**src/sne_defines.svh**
```systemverilog
// constants of the serial nand correction block: opcodes, offsets, fields
// assumes inclusion by bare name from the block's sources
`ifndef SNE_DEFINES_SVH
`define SNE_DEFINES_SVH
// link opcodes and feature addresses
`define SNE_OP_SETF 8'h1f
`define SNE_OP_GETF 8'h0f
`define SNE_OP_RST 8'hff
`define SNE_FA_CFG 8'hb0
`define SNE_FA_STS 8'hc0
`define SNE_CFG_ECC 4
`define SNE_CFG_RST 8'h10
`define SNE_STS_OUT 6:4
// page layout
`define SNE_SPARE_BASE 12'h800
`define SNE_PAR_BASE 12'h840
`define SNE_MAIN_SEL 10:9
`define SNE_SPARE_SEL 5:4
`define SNE_LANE_SEL 1:0
`define SNE_BBM_COL 12'h800
`define SNE_BBM_VAL 8'h00
`define SNE_MIN_GOOD_1G 16'h03ec
`define SNE_MIN_GOOD_2G 16'h07d8
// outcome codes and band limits
`define SNE_OC_NONE 3'h0
`define SNE_OC_LOW 3'h1
`define SNE_OC_UNC 3'h2
`define SNE_OC_MID 3'h3
`define SNE_OC_HIGH 3'h5
`define SNE_LIM_LOW 4'h3
`define SNE_LIM_MID 4'h6
`define SNE_LIM_MAX 4'h8
// register offsets and control bits
`define SNE_A_CTRL 8'h00
`define SNE_A_ERR 8'h04
`define SNE_A_STAT 8'h08
`define SNE_A_COL 8'h0c
`define SNE_A_DATA 8'h10
`define SNE_A_PAR0 8'h14
`define SNE_A_PAR3 8'h20
`define SNE_A_INFO 8'h24
`define SNE_C_RDGO 0
`define SNE_C_PCLR 1
`define SNE_C_NOPROT 2
`define SNE_RESP_OK 2'h0
`define SNE_RESP_ERR 2'h2
`endif

```
**src/sne_pkg.sv**
```systemverilog
// types of the serial nand correction block
// assumes no other package
package sne_pkg;
  typedef enum logic [2:0] {
    SNE_OP = 3'b000,
    SNE_ADDR = 3'b001,
    SNE_DATA = 3'b010,
    SNE_OUT = 3'b011,
    SNE_HOLD = 3'b100
  } sne_spi_st_t;
  typedef logic [2:0] sne_outcome_t;
endpackage : sne_pkg

```
**src/sne_ecc_core.sv**
```systemverilog
// serial nand correction engine: feature link, outcome code, parity, axi4-lite
// assumes aclk at 20 MHz, link pins asynchronous to it, sck much slower
`include "sne_defines.svh"
`timescale 1ns/1ps
`default_nettype none
module sne_ecc_core (
  // clock and reset
  input wire logic aclk,
  input wire logic aresetn,
  // axi4-lite write
  input wire logic [7:0] awaddr,
  input wire logic awvalid,
  output logic awready,
  input wire logic [31:0] wdata,
  input wire logic [3:0] wstrb,
  input wire logic wvalid,
  output logic wready,
  output logic [1:0] bresp,
  output logic bvalid,
  input wire logic bready,
  // axi4-lite read
  input wire logic [7:0] araddr,
  input wire logic arvalid,
  output logic arready,
  output logic [31:0] rdata,
  output logic [1:0] rresp,
  output logic rvalid,
  input wire logic rready,
  // serial link
  input wire logic spi_sck,
  input wire logic spi_cs_n,
  input wire logic spi_mosi,
  output logic spi_miso,
  output logic spi_miso_oe
);
  logic [2:0] sync1_reg, sync2_reg, sync3_reg, filt_reg, filt_d_reg;
  logic sck_rise, sck_fall, cs_n_f, mosi_f;
  sne_pkg::sne_spi_st_t st_reg;
  logic [2:0] bit_reg;
  logic [6:0] sh_reg;
  logic [7:0] rx_byte, fa_reg, tx_reg, cfg_reg;
  logic byte_done, cfg_wr, rst_cmd, ecc_en;
  sne_pkg::sne_outcome_t outcome_reg;
  logic rd_go_reg, pclr_reg, noprot_reg;
  logic [15:0] err_reg;
  logic [11:0] col_reg;
  logic [31:0] par_reg [4];
  logic [3:0] max_err;
  logic wr_fire, rd_fire, wr_hit, prot_col;
  logic [1:0] sect;
  logic [31:0] rd_mux;
  logic rd_hit;

  // three-stage sync; a change counts once stages two and three agree
  always_ff @(posedge aclk) begin
    if (!aresetn) begin
      sync1_reg <= 3'h7;
      sync2_reg <= 3'h7;
      sync3_reg <= 3'h7;
      filt_reg <= 3'h7;
      filt_d_reg <= 3'h7;
    end else begin
      sync1_reg <= {spi_sck, spi_cs_n, spi_mosi};
      sync2_reg <= sync1_reg;
      sync3_reg <= sync2_reg;
      filt_d_reg <= filt_reg;
      for (int i = 0; i < 3; i++) begin
        if (sync2_reg[i] == sync3_reg[i]) begin
          filt_reg[i] <= sync3_reg[i];
        end
      end
    end
  end
  assign cs_n_f = filt_reg[1];
  assign mosi_f = filt_reg[0];
  assign sck_rise = filt_reg[2] & ~filt_d_reg[2] & ~cs_n_f;
  assign sck_fall = ~filt_reg[2] & filt_d_reg[2] & ~cs_n_f;
  assign rx_byte = {sh_reg, mosi_f};
  assign byte_done = sck_rise && (bit_reg == 3'h7);

  // link command sequencer
  always_ff @(posedge aclk) begin
    if (!aresetn || cs_n_f) begin
      st_reg <= sne_pkg::SNE_OP;
      bit_reg <= 3'h0;
      sh_reg <= 7'h0;
      fa_reg <= 8'h0;
    end else if (sck_rise) begin
      bit_reg <= bit_reg + 3'h1;
      sh_reg <= rx_byte[6:0];
      if (byte_done) begin
        case (st_reg)
          sne_pkg::SNE_OP: begin
            if (rx_byte == `SNE_OP_SETF || rx_byte == `SNE_OP_GETF) begin
              st_reg <= sne_pkg::SNE_ADDR;
            end else begin
              st_reg <= sne_pkg::SNE_HOLD;
            end
            fa_reg <= rx_byte;
          end
          sne_pkg::SNE_ADDR: begin
            st_reg <= (fa_reg == `SNE_OP_SETF) ? sne_pkg::SNE_DATA : sne_pkg::SNE_OUT;
            fa_reg <= rx_byte;
          end
          sne_pkg::SNE_DATA: st_reg <= sne_pkg::SNE_HOLD;
          sne_pkg::SNE_OUT: st_reg <= sne_pkg::SNE_OUT;
          sne_pkg::SNE_HOLD: st_reg <= sne_pkg::SNE_HOLD;
          default: st_reg <= sne_pkg::SNE_HOLD;
        endcase
      end
    end
  end
  assign cfg_wr = byte_done && (st_reg == sne_pkg::SNE_DATA) && (fa_reg == `SNE_FA_CFG);
  assign rst_cmd = byte_done && (st_reg == sne_pkg::SNE_OP) && (rx_byte == `SNE_OP_RST);

  // feature read: value repeats each byte, driven on falling edges
  always_ff @(posedge aclk) begin
    if (!aresetn) begin
      tx_reg <= 8'h0;
      spi_miso <= 1'b0;
      spi_miso_oe <= 1'b0;
    end else begin
      spi_miso_oe <= ~cs_n_f && (st_reg == sne_pkg::SNE_OUT);
      if (byte_done && st_reg == sne_pkg::SNE_ADDR) begin
        tx_reg <= 8'h0;
        if (rx_byte == `SNE_FA_CFG) begin
          tx_reg <= cfg_reg;
        end else if (rx_byte == `SNE_FA_STS) begin
          tx_reg[`SNE_STS_OUT] <= outcome_reg;
        end
      end else if (sck_fall && st_reg == sne_pkg::SNE_OUT) begin
        spi_miso <= tx_reg[7];
        tx_reg <= {tx_reg[6:0], tx_reg[7]};
      end
    end
  end

  // configuration survives the reset command, only power-up resets it
  always_ff @(posedge aclk) begin
    if (!aresetn) begin
      cfg_reg <= `SNE_CFG_RST;
    end else if (cfg_wr) begin
      cfg_reg <= rx_byte;
    end
  end
  assign ecc_en = cfg_reg[`SNE_CFG_ECC];

  // worst sector decides the outcome
  always_comb begin
    max_err = err_reg[3:0];
    for (int i = 1; i < 4; i++) begin
      if (err_reg[4*i +: 4] > max_err) begin
        max_err = err_reg[4*i +: 4];
      end
    end
  end

  function automatic sne_pkg::sne_outcome_t band(input logic [3:0] m);
    if (m == 4'h0) begin
      band = `SNE_OC_NONE;
    end else if (m <= `SNE_LIM_LOW) begin
      band = `SNE_OC_LOW;
    end else if (m <= `SNE_LIM_MID) begin
      band = `SNE_OC_MID;
    end else if (m <= `SNE_LIM_MAX) begin
      band = `SNE_OC_HIGH;
    end else begin
      band = `SNE_OC_UNC;
    end
  endfunction : band

  // a read completing in the same cycle as a reset command wins
  always_ff @(posedge aclk) begin
    if (!aresetn) begin
      outcome_reg <= `SNE_OC_NONE;
    end else if (rd_go_reg && ecc_en && !noprot_reg) begin
      outcome_reg <= band(max_err);
    end else if (rst_cmd) begin
      outcome_reg <= `SNE_OC_NONE;
    end
  end

  // sector map; parity region is internal and takes no user bytes
  assign prot_col = col_reg < `SNE_PAR_BASE;
  assign sect = (col_reg < `SNE_SPARE_BASE) ? col_reg[`SNE_MAIN_SEL] : col_reg[`SNE_SPARE_SEL];

  // axi4-lite write side
  assign wr_fire = awvalid && awready && wvalid && wready;
  assign wr_hit = (awaddr == `SNE_A_CTRL) || (awaddr == `SNE_A_ERR) ||
                  (awaddr == `SNE_A_COL) || (awaddr == `SNE_A_DATA);
  always_ff @(posedge aclk) begin
    if (!aresetn) begin
      awready <= 1'b0;
      wready <= 1'b0;
      bvalid <= 1'b0;
      bresp <= `SNE_RESP_OK;
    end else begin
      awready <= awvalid && wvalid && !awready && !bvalid;
      wready <= awvalid && wvalid && !awready && !bvalid;
      if (wr_fire) begin
        bvalid <= 1'b1;
        bresp <= wr_hit ? `SNE_RESP_OK : `SNE_RESP_ERR;
      end else if (bready) begin
        bvalid <= 1'b0;
      end
    end
  end

  // control bits steer the engine
  always_ff @(posedge aclk) begin
    if (!aresetn) begin
      rd_go_reg <= 1'b0;
      pclr_reg <= 1'b0;
      noprot_reg <= 1'b0;
      err_reg <= 16'h0;
      col_reg <= 12'h0;
    end else begin
      rd_go_reg <= wr_fire && wstrb[0] && awaddr == `SNE_A_CTRL && wdata[`SNE_C_RDGO];
      pclr_reg <= wr_fire && wstrb[0] && awaddr == `SNE_A_CTRL && wdata[`SNE_C_PCLR];
      if (wr_fire && wstrb[0] && awaddr == `SNE_A_CTRL) begin
        noprot_reg <= wdata[`SNE_C_NOPROT];
      end
      if (wr_fire && awaddr == `SNE_A_ERR) begin
        if (wstrb[0]) begin
          err_reg[7:0] <= wdata[7:0];
        end
        if (wstrb[1]) begin
          err_reg[15:8] <= wdata[15:8];
        end
      end
      if (wr_fire && awaddr == `SNE_A_COL && wstrb[0] && wstrb[1]) begin
        col_reg <= wdata[11:0];
      end else if (wr_fire && awaddr == `SNE_A_DATA && wstrb[0]) begin
        col_reg <= col_reg + 12'h1;
      end
    end
  end

  // parity accumulates per sector while correction is on
  always_ff @(posedge aclk) begin
    if (!aresetn || pclr_reg) begin
      for (int i = 0; i < 4; i++) begin
        par_reg[i] <= 32'h0;
      end
    end else if (wr_fire && wstrb[0] && awaddr == `SNE_A_DATA && ecc_en &&
                 !noprot_reg && prot_col) begin
      par_reg[sect][8*col_reg[`SNE_LANE_SEL] +: 8] <=
        par_reg[sect][8*col_reg[`SNE_LANE_SEL] +: 8] ^ wdata[7:0];
    end
  end

  // read mux
  always_comb begin
    rd_mux = 32'h0;
    rd_hit = 1'b1;
    case (araddr)
      `SNE_A_CTRL: rd_mux[`SNE_C_NOPROT] = noprot_reg;
      `SNE_A_ERR: rd_mux[15:0] = err_reg;
      `SNE_A_STAT: rd_mux = {16'h0, `SNE_BBM_VAL, cfg_reg[7:3], outcome_reg};
      `SNE_A_COL: rd_mux[11:0] = col_reg;
      `SNE_A_INFO: rd_mux = {`SNE_MIN_GOOD_2G, `SNE_MIN_GOOD_1G};
      default: begin
        if (araddr >= `SNE_A_PAR0 && araddr <= `SNE_A_PAR3 && araddr[1:0] == 2'h0) begin
          rd_mux = par_reg[2'(araddr[4:2] - 3'h5)];
        end else begin
          rd_hit = 1'b0;
        end
      end
    endcase
  end

  // axi4-lite read side; unmapped reads answer with an error and touch no other state
  assign rd_fire = arvalid && arready;
  always_ff @(posedge aclk) begin
    if (!aresetn) begin
      arready <= 1'b0;
      rvalid <= 1'b0;
      rdata <= 32'h0;
      rresp <= `SNE_RESP_OK;
    end else begin
      arready <= arvalid && !arready && !rvalid;
      if (rd_fire) begin
        rvalid <= 1'b1;
        rdata <= rd_mux;
        rresp <= rd_hit ? `SNE_RESP_OK : `SNE_RESP_ERR;
      end else if (rready) begin
        rvalid <= 1'b0;
      end
    end
  end
endmodule : sne_ecc_core
`default_nettype wire

```
**config.mk**
```make
export PLATFORM = sky130hd
export DESIGN_NAME = sne_ecc_core
export DESIGN_NICKNAME = d
export VERILOG_FILES = /design/src/sne_pkg.sv /design/src/sne_ecc_core.sv
export VERILOG_INCLUDE_DIRS = /design/src /design/src/src
export SDC_FILE = /design/constraint.sdc
export NUM_CORES = 1
export LEC_CHECK = 0
export ABC_AREA = 0
export CAP_MARGIN = 20
export CORE_MARGIN = 2
export CORE_UTILIZATION = 65
export DETAILED_ROUTE_END_ITERATION = 6
export DONT_BUFFER_PORTS = 1
export GPL_ROUTABILITY_DRIVEN = 0
export PLACE_DENSITY = 0.81
export SLEW_MARGIN = 0
export SYNTH_ARGS = -nofsm -noshare
export SYNTH_HDL_FRONTEND = slang
export SYNTH_SLANG_ARGS = --single-unit
export TNS_END_PERCENT = 50
```
**constraint.sdc**
```tcl
create_clock -name aclk -period 7.7 [get_ports aclk]
set_input_delay 0 -clock aclk [delete_from_list [all_inputs] [get_ports aclk]]
set_output_delay 0 -clock aclk [all_outputs]
set_load 0.02 [all_outputs]
```
# Word level (Yosys, flattened, before mapping)
# Memory sizes are Yosys's and may differ from the RTL's.
# Index checks and enable logic that the tools add are counted.
[totals] regBits=128 ram_bits=128 out_inout_bits=43 elab_cells=188 memories=1
[mem_list] name="par_reg" words=4 word_bits=32 rd=2 rd_clocked_by_memory_dff=0 write_ports=4 line_no="sne_ecc_core.sv:47" text="logic [31:0] par_reg [4];"
[op_classes] n_addsub=4 order_cmp=10 eq_ne=21 shift=3 muxes=43 bitwise_logic=9 reduce_logical=68
[ops] cell="$mux 32" count=4
[ops] cell="$pmux 9 s5" count=1
[ops] cell="$logic_and 1x1->1" count=35
[ops] cell="$neg 5->34" count=1
[ops] cell="$shift 8x34->32 const A" count=1
[ops] cell="$shiftx 8x34->32" count=1
[ops] cell="$eq 8x4->1 const B" count=4
[ops] cell="$eq 8x8->1 const B" count=4
[ops] cell="$pmux 16 s2" count=1
[ops] cell="$reduce_or 32->1" count=1
[ops] cell="$shiftx 32x6->8" count=1
[ops] cell="$mux 3" count=9
[ops] cell="$eq 8x5->1 const B" count=3
[ops] cell="$lt 12x12->1 const B" count=2
[ops] cell="$mux 12" count=2
[ops] cell="$eq 8x3->1 const B" count=2
[ops] cell="$logic_not 8->1" count=2
[ops] cell="$mux 4" count=4
[ops] cell="$mux 8" count=2
[ops] cell="$add 12x1->12 const B" count=1
[ops] cell="$gt 4x4->1" count=3
[ops] cell="$mux 1" count=12
[ops] cell="$reduce_bool 2->1" count=5
[ops] cell="$pmux 3 s3" count=1
[ops] cell="29 further kinds" count=56

# Longest topological paths before layout
# Gate-level depths: netlist of run 1.
[depth] word_depth=13 depth_mapped=24

# Worst setup path before layout of run 1
# OpenSTA, ideal clock, no wires.
[synth_path] path_type="register to register" start="reg err_reg[1]" end="reg outcome_reg[0]" arrival_time_ns=4.523 required_time_ns=7.641 setup_slack_ns=3.119 stages_incl_launch_ff=24 cell_sequence="dfxtp_1 inv_1 ha_1 a41oi_1 nand2_1 o21ai_0 ha_1 nor3_1 o21ai_0 o221ai_1 o211ai_1 o211ai_2 mux2_2 inv_2 ha_1 and2_1 o21ai_0 a32o_1 clkbuf_1 nor2_1 a21o_1 a311o_1 o211ai_1 a22o_1"
[synth_between] elab_chain_cells=12 word_cells_on_any_way=15
[synth_rtl] element="from (decl)" line_no="sne_ecc_core.sv:45" text="logic [15:0] err_reg;"
[synth_rtl] element="from (signal assigned)" line_no="sne_ecc_core.sv:225" text="err_reg[7:0] <= wdata[7:0];"
[synth_rtl] element="$gt 4x4->1" line_no="sne_ecc_core.sv:152" text="if (err_reg[4*i +: 4] > max_err) begin"
[synth_rtl] element="$mux 4 (*)" line_no="sne_ecc_core.sv:152"
[synth_rtl] element="$gt 4x4->1" line_no="sne_ecc_core.sv:152"
[synth_rtl] element="$mux 4 (*)" line_no="sne_ecc_core.sv:152"
[synth_rtl] element="$gt 4x4->1" line_no="sne_ecc_core.sv:152"
[synth_rtl] element="$mux 4 (*)" line_no="sne_ecc_core.sv:152"
[synth_rtl] element="$le 4x4->1 (no line)"
[synth_rtl] element="$mux 3" line_no="sne_ecc_core.sv:165" text="end else if (m <= `SNE_LIM_MAX) begin"
[synth_rtl] element="$mux 3" line_no="sne_ecc_core.sv:163" text="end else if (m <= `SNE_LIM_MID) begin"
[synth_rtl] element="$mux 3" line_no="sne_ecc_core.sv:161" text="end else if (m <= `SNE_LIM_LOW) begin"
[synth_rtl] element="$mux 3 (*)" line_no="sne_ecc_core.sv:159" text="if (m == 4'h0) begin"
[synth_rtl] element="$mux 3 (*)" line_no="sne_ecc_core.sv:176" text="end else if (rd_go_reg && ecc_en && !noprot_reg) begin"
[synth_rtl] element="to (signal assigned)" line_no="sne_ecc_core.sv:175" text="outcome_reg <= `SNE_OC_NONE;"
[synth_rtl] element="to (signal assigned)" line_no="sne_ecc_core.sv:177" text="outcome_reg <= band(max_err);"
[synth_rtl] element="to (signal assigned)" line_no="sne_ecc_core.sv:179" text="outcome_reg <= `SNE_OC_NONE;"
[synth_rtl] element="to (decl)" line_no="sne_ecc_core.sv:43" text="sne_pkg::sne_outcome_t outcome_reg;"
# Every way passes the cells marked *; elsewhere a longest branch is shown, timed or not.
# A chain may end at the register's enable or synchronous reset.

# Worst setup path after layout of run 1
# Ends and elaborated chain as after synthesis.

==> flow_metrics.tcl, run 1 <==
set metrics [dict create \
    status "finished, final reports clean" \
    post_drt_wl_per_cell_um 23.9 \
    drt_first_pass_iters 7 \
    p_leak_nw 5.16 \
    fmax_mhz 180 \
    drt.antenna.violating_nets 0 \
    timing.critical_path.max_delay_family "compound AO/OA/AOI/OAI gates" \
    final_nets 1235 \
    gr-usage-all-layers 0.337 \
    critPathCaptureType "flip-flop" \
    critPathArrivalTime_ps 6040 \
    total_power_mw 3.01 \
    top_signal_layer_used "met4" \
    period_minus_slack_ps 5550 \
    min_period_over_period 0.721 \
    final_cell_mix "142 x nor2_1, 128 x edfxtp_1, 127 x nand2_1" \
    r2r-start "err_reg[1]" \
    utilization 0.740 \
    max_reg_flops 128 \
    antenna_found_initial 1 \
    layout.cells.non_filler 1440 \
    initial_utilization 0.657 \
    startpoint_type "flip-flop" \
    ff2ff_path_depth 22 \
    tritoncts.num_buffers 28 \
    worst-setup-path-type "flip-flop to flip-flop" \
    total_number_of_vias 9602 \
    drc_violation_count_after_routing 0 \
    max-vdd-ir-drop_uv 193 \
    holdPathStages 3 \
    overflow 0 \
    delay_of_the_slowest_critical_path_stage_ps 520 \
    place.detailed.hpwl_mm 21.7 \
    grt_first_pass_wirelength_mm 52.3 \
    fp-row-count 51 \
    ios 105 \
    power-per-cell-area_mw_per_mm2 211 \
    wirelength_mm 34.5 \
    setup-tns-final_ps 0 \
    synth_edf_count 128 \
    worst_slew_margin_rel 0.282 \
    clk_pin_slew_ps 60 \
    critical_path.cell_chain "inv_1, ha_1, a41oi_1, nand2_1, o21ai_0, ha_1, nor3_1, o21ai_0, o221ai_1, o211ai_1, o211ai_2, mux2_2, inv_2, ha_1, and2_1, o21ai_0, a32o_1, nor2_1, a21o_1, a311o_1, o211ai_1, a22o_1" \
    cts_root_buffer "clkbuf_16" \
    postLayoutSetupSlackWorst_ps 2150 \
    min-delay-start "wdata[2]" \
    sequential_element_share_of_the_synthesized_area 0.500 \
    critical_path_required_ps 8190 \
    synth_ff_type "edfxtp_1" \
    final_report_setup_violation_count 0 \
    count_of_buffers_inserted_at_the_top_level_ports 0 \
    n_fill_cell 1309 \
    synth.avg_cell_area_um2 11.2 \
    hold_ws_ps 12.8 \
    synthesis.instances 1128 \
    worst-path-buf-inv 2 \
    finalHoldViolCount 0 \
    hold-path-endpoint "par_reg[3][2]" \
    rrSetupSlack_ps 2150 \
    wl_met1_mm 12.2 \
    dieArea_mm2 0.0206 \
    design.core.area_mm2 0.0193 \
    met3WireLength_mm 3.80 \
    dpl_cell_area_mm2 0.0128 \
    flops_latches_synth 252 \
    cts_max_level 1 \
    cts_buffer_depth 3 \
    worst_setup_path_startpoint "err_reg[1]" \
    clock-sinks 252 \
    routed_via_density 6.67 \
    die_y_um 144 \
    final_max_slew_viol_count 0 \
    initialDrtViolationCount 1249 \
    finalClockSkew_ps 8.31 \
    worst_slew_pin_slew_ps 1070 \
    max_cap_violations 0 \
    post-place-cells 1335 \
    pre_cts_worst_setup_slack_ps 2430 \
    min_path_type "primary input to flip-flop" \
    syn-cell-area_mm2 0.0127 \
    timing.rr.end "outcome_reg[0]" \
    area_growth_pct 12.5 \
    setup_repair_after_global_routing_missed_its_margin "no" \
    post-route-cell-area_mm2 0.0143 \
    grt_max_degree 103 \
    crit_path_max_fanout 9 \
    first_global_vias 9359 \
    synth_warnings 0 \
    met2_wirelength_mm 16.6 \
    dieWidth_um 144 \
    synth-async-reset-ratio 0 \
    layout_commonest_cell "nor2_1" \
    crit_slowest_cell "o21ai_0" \
    clock_tree_from_tritoncts "built" \
    drive_above_1_share 0.135 \
    worstSkewPairLatency_ps 540 \
    cts_repair_resize_count 0 \
    synth.lib_cells_used.distinct 79 \
]
[synthesized netlist by cell type, types with 5 or more instances]
cell      count  area share
nand2b_1     15      0.0074
mux4_1        8       0.017
mux4_2       64        0.11
a221oi_1      5      0.0035
a222oi_1     19       0.015
ha_1         21       0.021
o211ai_1      5      0.0030
edfxtp_1    128        0.30
nor4_1        5      0.0025
o21ai_1       6      0.0024
or3_1         5      0.0025
xor2_1        8      0.0055
dfxtp_1     124        0.20
clkbuf_1     45       0.013
nand2_2      10      0.0049
nand3_1      21      0.0083
nor2b_1      30       0.015
and2_1        7      0.0035
nor3b_1       5      0.0030
mux2i_1      33       0.026
buf_2         9      0.0036
and3_1       11      0.0054
inv_1        52       0.015
o211a_1       7      0.0055
o21ai_0      38       0.015
nor2_1      142       0.042
nand2_1     127       0.038
a21boi_0     28       0.017
nor3_1       12      0.0047
a21oi_1      40       0.016
a31oi_1       8      0.0040
[worst reg2reg max path, cell delays in order (launching register included)]
cell	delay [ps]
dfxtp_1	510
inv_1	80
ha_1	350
a41oi_1	370
nand2_1	270
o21ai_0	520
ha_1	390
nor3_1	210
o21ai_0	110
o221ai_1	90
o211ai_1	130
o211ai_2	250
mux2_2	420
inv_2	80
ha_1	230
and2_1	170
o21ai_0	90
a32o_1	350
nor2_1	80
a21o_1	210
a311o_1	360
o211ai_1	90
a22o_1	140
[cells by family after synthesis]
group / share of synthesized area
compound gates: 0.108
xor+xnor: 0.0122
other cells: 0.000296
fa+ha+maj: 0.0215
buf+inv: 0.0404
simple gates: 0.159
mux: 0.159
flops: 0.500
[power by group]
part / leakage [nW] / switching [mW] / internal [mW]
Sequential: 2.26 / 0.0322 / 1.45
Clock: 0.460 / 0.530 / 0.829
Combinational: 2.44 / 0.0979 / 0.0773
Total: 5.16 / 0.660 / 2.35
[metal layers]
layer | GRT usage | vias up
met5 | 0 | -
met4 | 0.148 | 0
met3 | 0.0863 | 148
met2 | 0.557 | 609
met1 | 0.424 | 4644
li1 | - | 4201
[layout make-up]
class / count / area [µm²] / area share
sequential: 252 / 6330 / 0.444
tap: 265 / 332 / 0.0233
multi-input combinational: 756 / 5840 / 0.410
clock buffer: 43 / 818 / 0.0574
antenna: 1 / 2.50 / 0.000176
inverter: 55 / 206 / 0.0145
timing repair buffer: 59 / 601 / 0.0421
clock inverter: 9 / 123 / 0.00860
[timing repair]
action | in CTS | in global routing
endpoints found under the setup margin | 0 | 0
hold endpoints to repair | 154 | 0
hold buffers | 52 | 0
buffers inserted | 0 | 0
[worst max path at each step]
stage | to | slack (ps) | cells past startpoint
global placement | outcome_reg[0] | 2680 | 22
finish | outcome_reg[0] | 2150 | 22
detailed placement | outcome_reg[0] | 2430 | 22
floorplan | outcome_reg[0] | 3120 | 23
CTS | outcome_reg[0] | 2390 | 22
global route | outcome_reg[0] | 1940 | 22
Note: power is estimated with default switching activity, not from simulation.
==> run 2: changes to the inputs <==
--- a/config.mk
+++ b/config.mk
@@ -9,11 +9,11 @@
 export ABC_AREA = 0
 export CAP_MARGIN = 20
 export CORE_MARGIN = 2
-export CORE_UTILIZATION = 65
+export CORE_UTILIZATION = 58
 export DETAILED_ROUTE_END_ITERATION = 6
 export DONT_BUFFER_PORTS = 1
 export GPL_ROUTABILITY_DRIVEN = 0
-export PLACE_DENSITY = 0.81
+export PLACE_DENSITY = 0.76
 export SLEW_MARGIN = 0
 export SYNTH_ARGS = -nofsm -noshare
 export SYNTH_HDL_FRONTEND = slang
==> constraint.sdc (replaced) <==
create_clock -name aclk -period 4.5 [get_ports aclk]
set_input_delay 0 -clock aclk [delete_from_list [all_inputs] [get_ports aclk]]
set_output_delay 0 -clock aclk [all_outputs]
set_load 0.02 [all_outputs]
==> run 2 against run 1 <==
Critical path depth down 1. Combinational power up 75%. Clock power up 65%. Global-route usage down 4.4 points. Utilization down 6.1 points. Largest power group unchanged. First-iteration DRC count down 23%. Non-clock buffer count up 35. Critical endpoint unchanged. Worst hold slack better by 9.5 ps. Power up 69%. Register-to-register slack worse by 2000 ps.
==> flow_metrics.tcl, run 2 (synthesis gave the netlist of run 1 again) <==
set metrics [dict create \
    place.detailed.hpwl_mm 22.3 \
    power-per-cell-area_mw_per_mm2 346 \
    tritoncts.num_buffers 27 \
    worst_slew_pin_slew_ps 1050 \
    n_fill_cell 1604 \
    grt_first_pass_wirelength_mm 51.3 \
    hold-path-endpoint "rdata[3]" \
    clock_tree_from_tritoncts "built" \
    clock-sinks 252 \
    critical_path_required_ps 4980 \
    drive_above_1_share 0.168 \
    grt_max_degree 103 \
    design.core.area_mm2 0.0216 \
    drc_violation_count_after_routing 0 \
    period_minus_slack_ps 4350 \
    power.sequential.fraction 0.497 \
    worst_slew_margin_rel 0.299 \
    clk_pin_slew_ps 60 \
    area_used_by_multi_input_combinational_logic_mm2 0.00599 \
    gr-usage-all-layers 0.293 \
    drt_first_pass_iters 6 \
    final_cell_mix "142 x nor2_1, 128 x edfxtp_1, 125 x nand2_1" \
    count_of_buffers_inserted_at_the_top_level_ports 0 \
    cts_buffer_depth 3 \
    final_max_slew_viol_count 0 \
    drt.antenna.violating_nets 0 \
    overflow 0 \
    ff2ff_path_depth 21 \
    dieWidth_um 152 \
    crit_slowest_cell "dfxtp_1" \
    timing.rr.end "outcome_reg[0]" \
    antenna_cells_inserted 0 \
    power.clock.fraction 0.443 \
    critPathArrivalTime_ps 4820 \
    layout_commonest_cell "nor2_1" \
    die_y_um 152 \
    rrSetupSlack_ps 150 \
    total_number_of_vias 9695 \
    hold_ws_ps 22.3 \
    cts_root_buffer "clkbuf_16" \
    switching_share 0.217 \
    final_report_setup_violation_count 0 \
    total_power_mw 5.08 \
    initial_utilization 0.586 \
    postLayoutSetupSlackWorst_ps 154 \
    worst-path-buf-inv 1 \
    critical_path.cell_chain "ha_4, nor2_1, a41oi_2, nand2_2, mux2i_1, ha_1, nand2_1, a221oi_1, or3_1, o211ai_2, mux2_4, inv_2, ha_4, and2_4, o21ai_2, a32o_2, nor2_1, a21o_1, a311o_1, o211ai_1, a22o_1" \
    max_reg_flops 128 \
    routed_via_density 6.52 \
    switchingPower_mw 1.10 \
    worstSkewPairLatency_ps 530 \
    worst-setup-path-type "flip-flop to flip-flop" \
    finalClockSkew_ps 13.4 \
    wirelength_mm 34.6 \
    area_used_by_sequential_logic_in_the_layout_mm2 0.00633 \
    status "finished, final reports clean" \
    power.internal_mw 3.98 \
    crit_path_max_fanout 5 \
    pre_cts_worst_setup_slack_ps -22.3 \
    p_leak_nw 5.33 \
    critPathCaptureType "flip-flop" \
    dieArea_mm2 0.0230 \
    cts_max_level 1 \
    startpoint_type "flip-flop" \
    holdPathStages 3 \
    fmax_mhz 230 \
    post_drt_wl_per_cell_um 23.3 \
    timing.critical_path.max_delay_family "compound AO/OA/AOI/OAI gates" \
    r2r-start "err_reg[7]" \
    max-vdd-ir-drop_uv 328 \
    ios 105 \
    min_period_over_period 0.966 \
    max_cap_violations 0 \
    delay_of_the_slowest_critical_path_stage_ps 440 \
    antenna_found_initial 0 \
    min_path_type "primary input to flip-flop" \
    finalHoldViolCount 0 \
    share_comb_of_total_power 0.060 \
    first_global_vias 9247 \
    fp-row-count 54 \
    initialDrtViolationCount 958 \
    min-delay-start "araddr[2]" \
    area_growth_pct 15.9 \
    final_nets 1270 \
]
==> run 2: how the worst max path moves through the flow <==
stage | from | endpoint | slack (ps) | depth (start not counted)
after floorplan | err_reg[1] | outcome_reg[0] | 3 | 23
final | err_reg[7] | outcome_reg[0] | 150 | 21
after global placement | err_reg[2] | outcome_reg[0] | 110 | 23
after detailed placement | err_reg[2] | outcome_reg[0] | -20 | 22
after global routing | err_reg[3] | outcome_reg[2] | -90 | 24
after CTS | err_reg[2] | outcome_reg[0] | 40 | 22
==> run 2: cell type report <==
| type | instances | share of cell area |
|---|---|---|
| clock inverters | 3 | 0.00443 |
| well taps | 280 | 0.0239 |
| multi-input cells | 757 | 0.408 |
| flip-flops and latches | 252 | 0.431 |
| inverters | 55 | 0.0141 |
| repair buffers | 94 | 0.0611 |
| clock buffers | 45 | 0.0569 |
==> run 2: worst min-delay path: stages <==
cell and delay [ps]:
mux4_2 240, a222oi_1 100, a31oi_1 160
==> run 2: through the flow <==
| stage | instance area, µm² | cells | setup TNS, ps | util |
|---|---|---|---|---|
| 6_report | 14700 | 1486 | 0 | 0.679 |
| 5_1_grt | 14700 | 1486 | -197 | 0.679 |
| 4_1_cts | 14500 | 1480 | 0 | 0.670 |
| 3_5_place_dp | 13000 | 1373 | -22.3 | 0.600 |
| 3_3_place_gp | 13000 | 1373 | 0 | 0.600 |
| 2_1_floorplan | 12700 | 1129 | 0 | - |
==> run 2: repair_timing <==
action | CTS | global route
pin swaps | 0 | 14
hold endpoints to repair | 155 | 0
gates cloned | 0 | 1
buffers inserted | 0 | 5
endpoints found under the setup margin | 1 | 3
hold buffers | 59 | 0
resized for setup | 1 | 28
==> run 2: routing by layer <==
metal	vias to the layer above	part of all wire	wire, µm	track usage
li1	4281	-	-	-
met3	110	0.11	3640	0.0632
met2	568	0.48	16700	0.492
met1	4736	0.37	12800	0.382
met5	-	0	0	0
met4	0	0.042	1440	0.0949
==> run 2: power by group through the flow <==
stage / Combinational [mW] / Clock [mW] / Sequential [mW]
6_report: 0.306 / 2.25 / 2.52
5_1_grt: 0.316 / 2.33 / 2.53
4_1_cts: 0.297 / 2.26 / 2.52
3_5_place_dp: 0.236 / 0 / 2.57
3_3_place_gp: 0.234 / 0 / 2.57
2_1_floorplan: 0.184 / 0 / 2.56
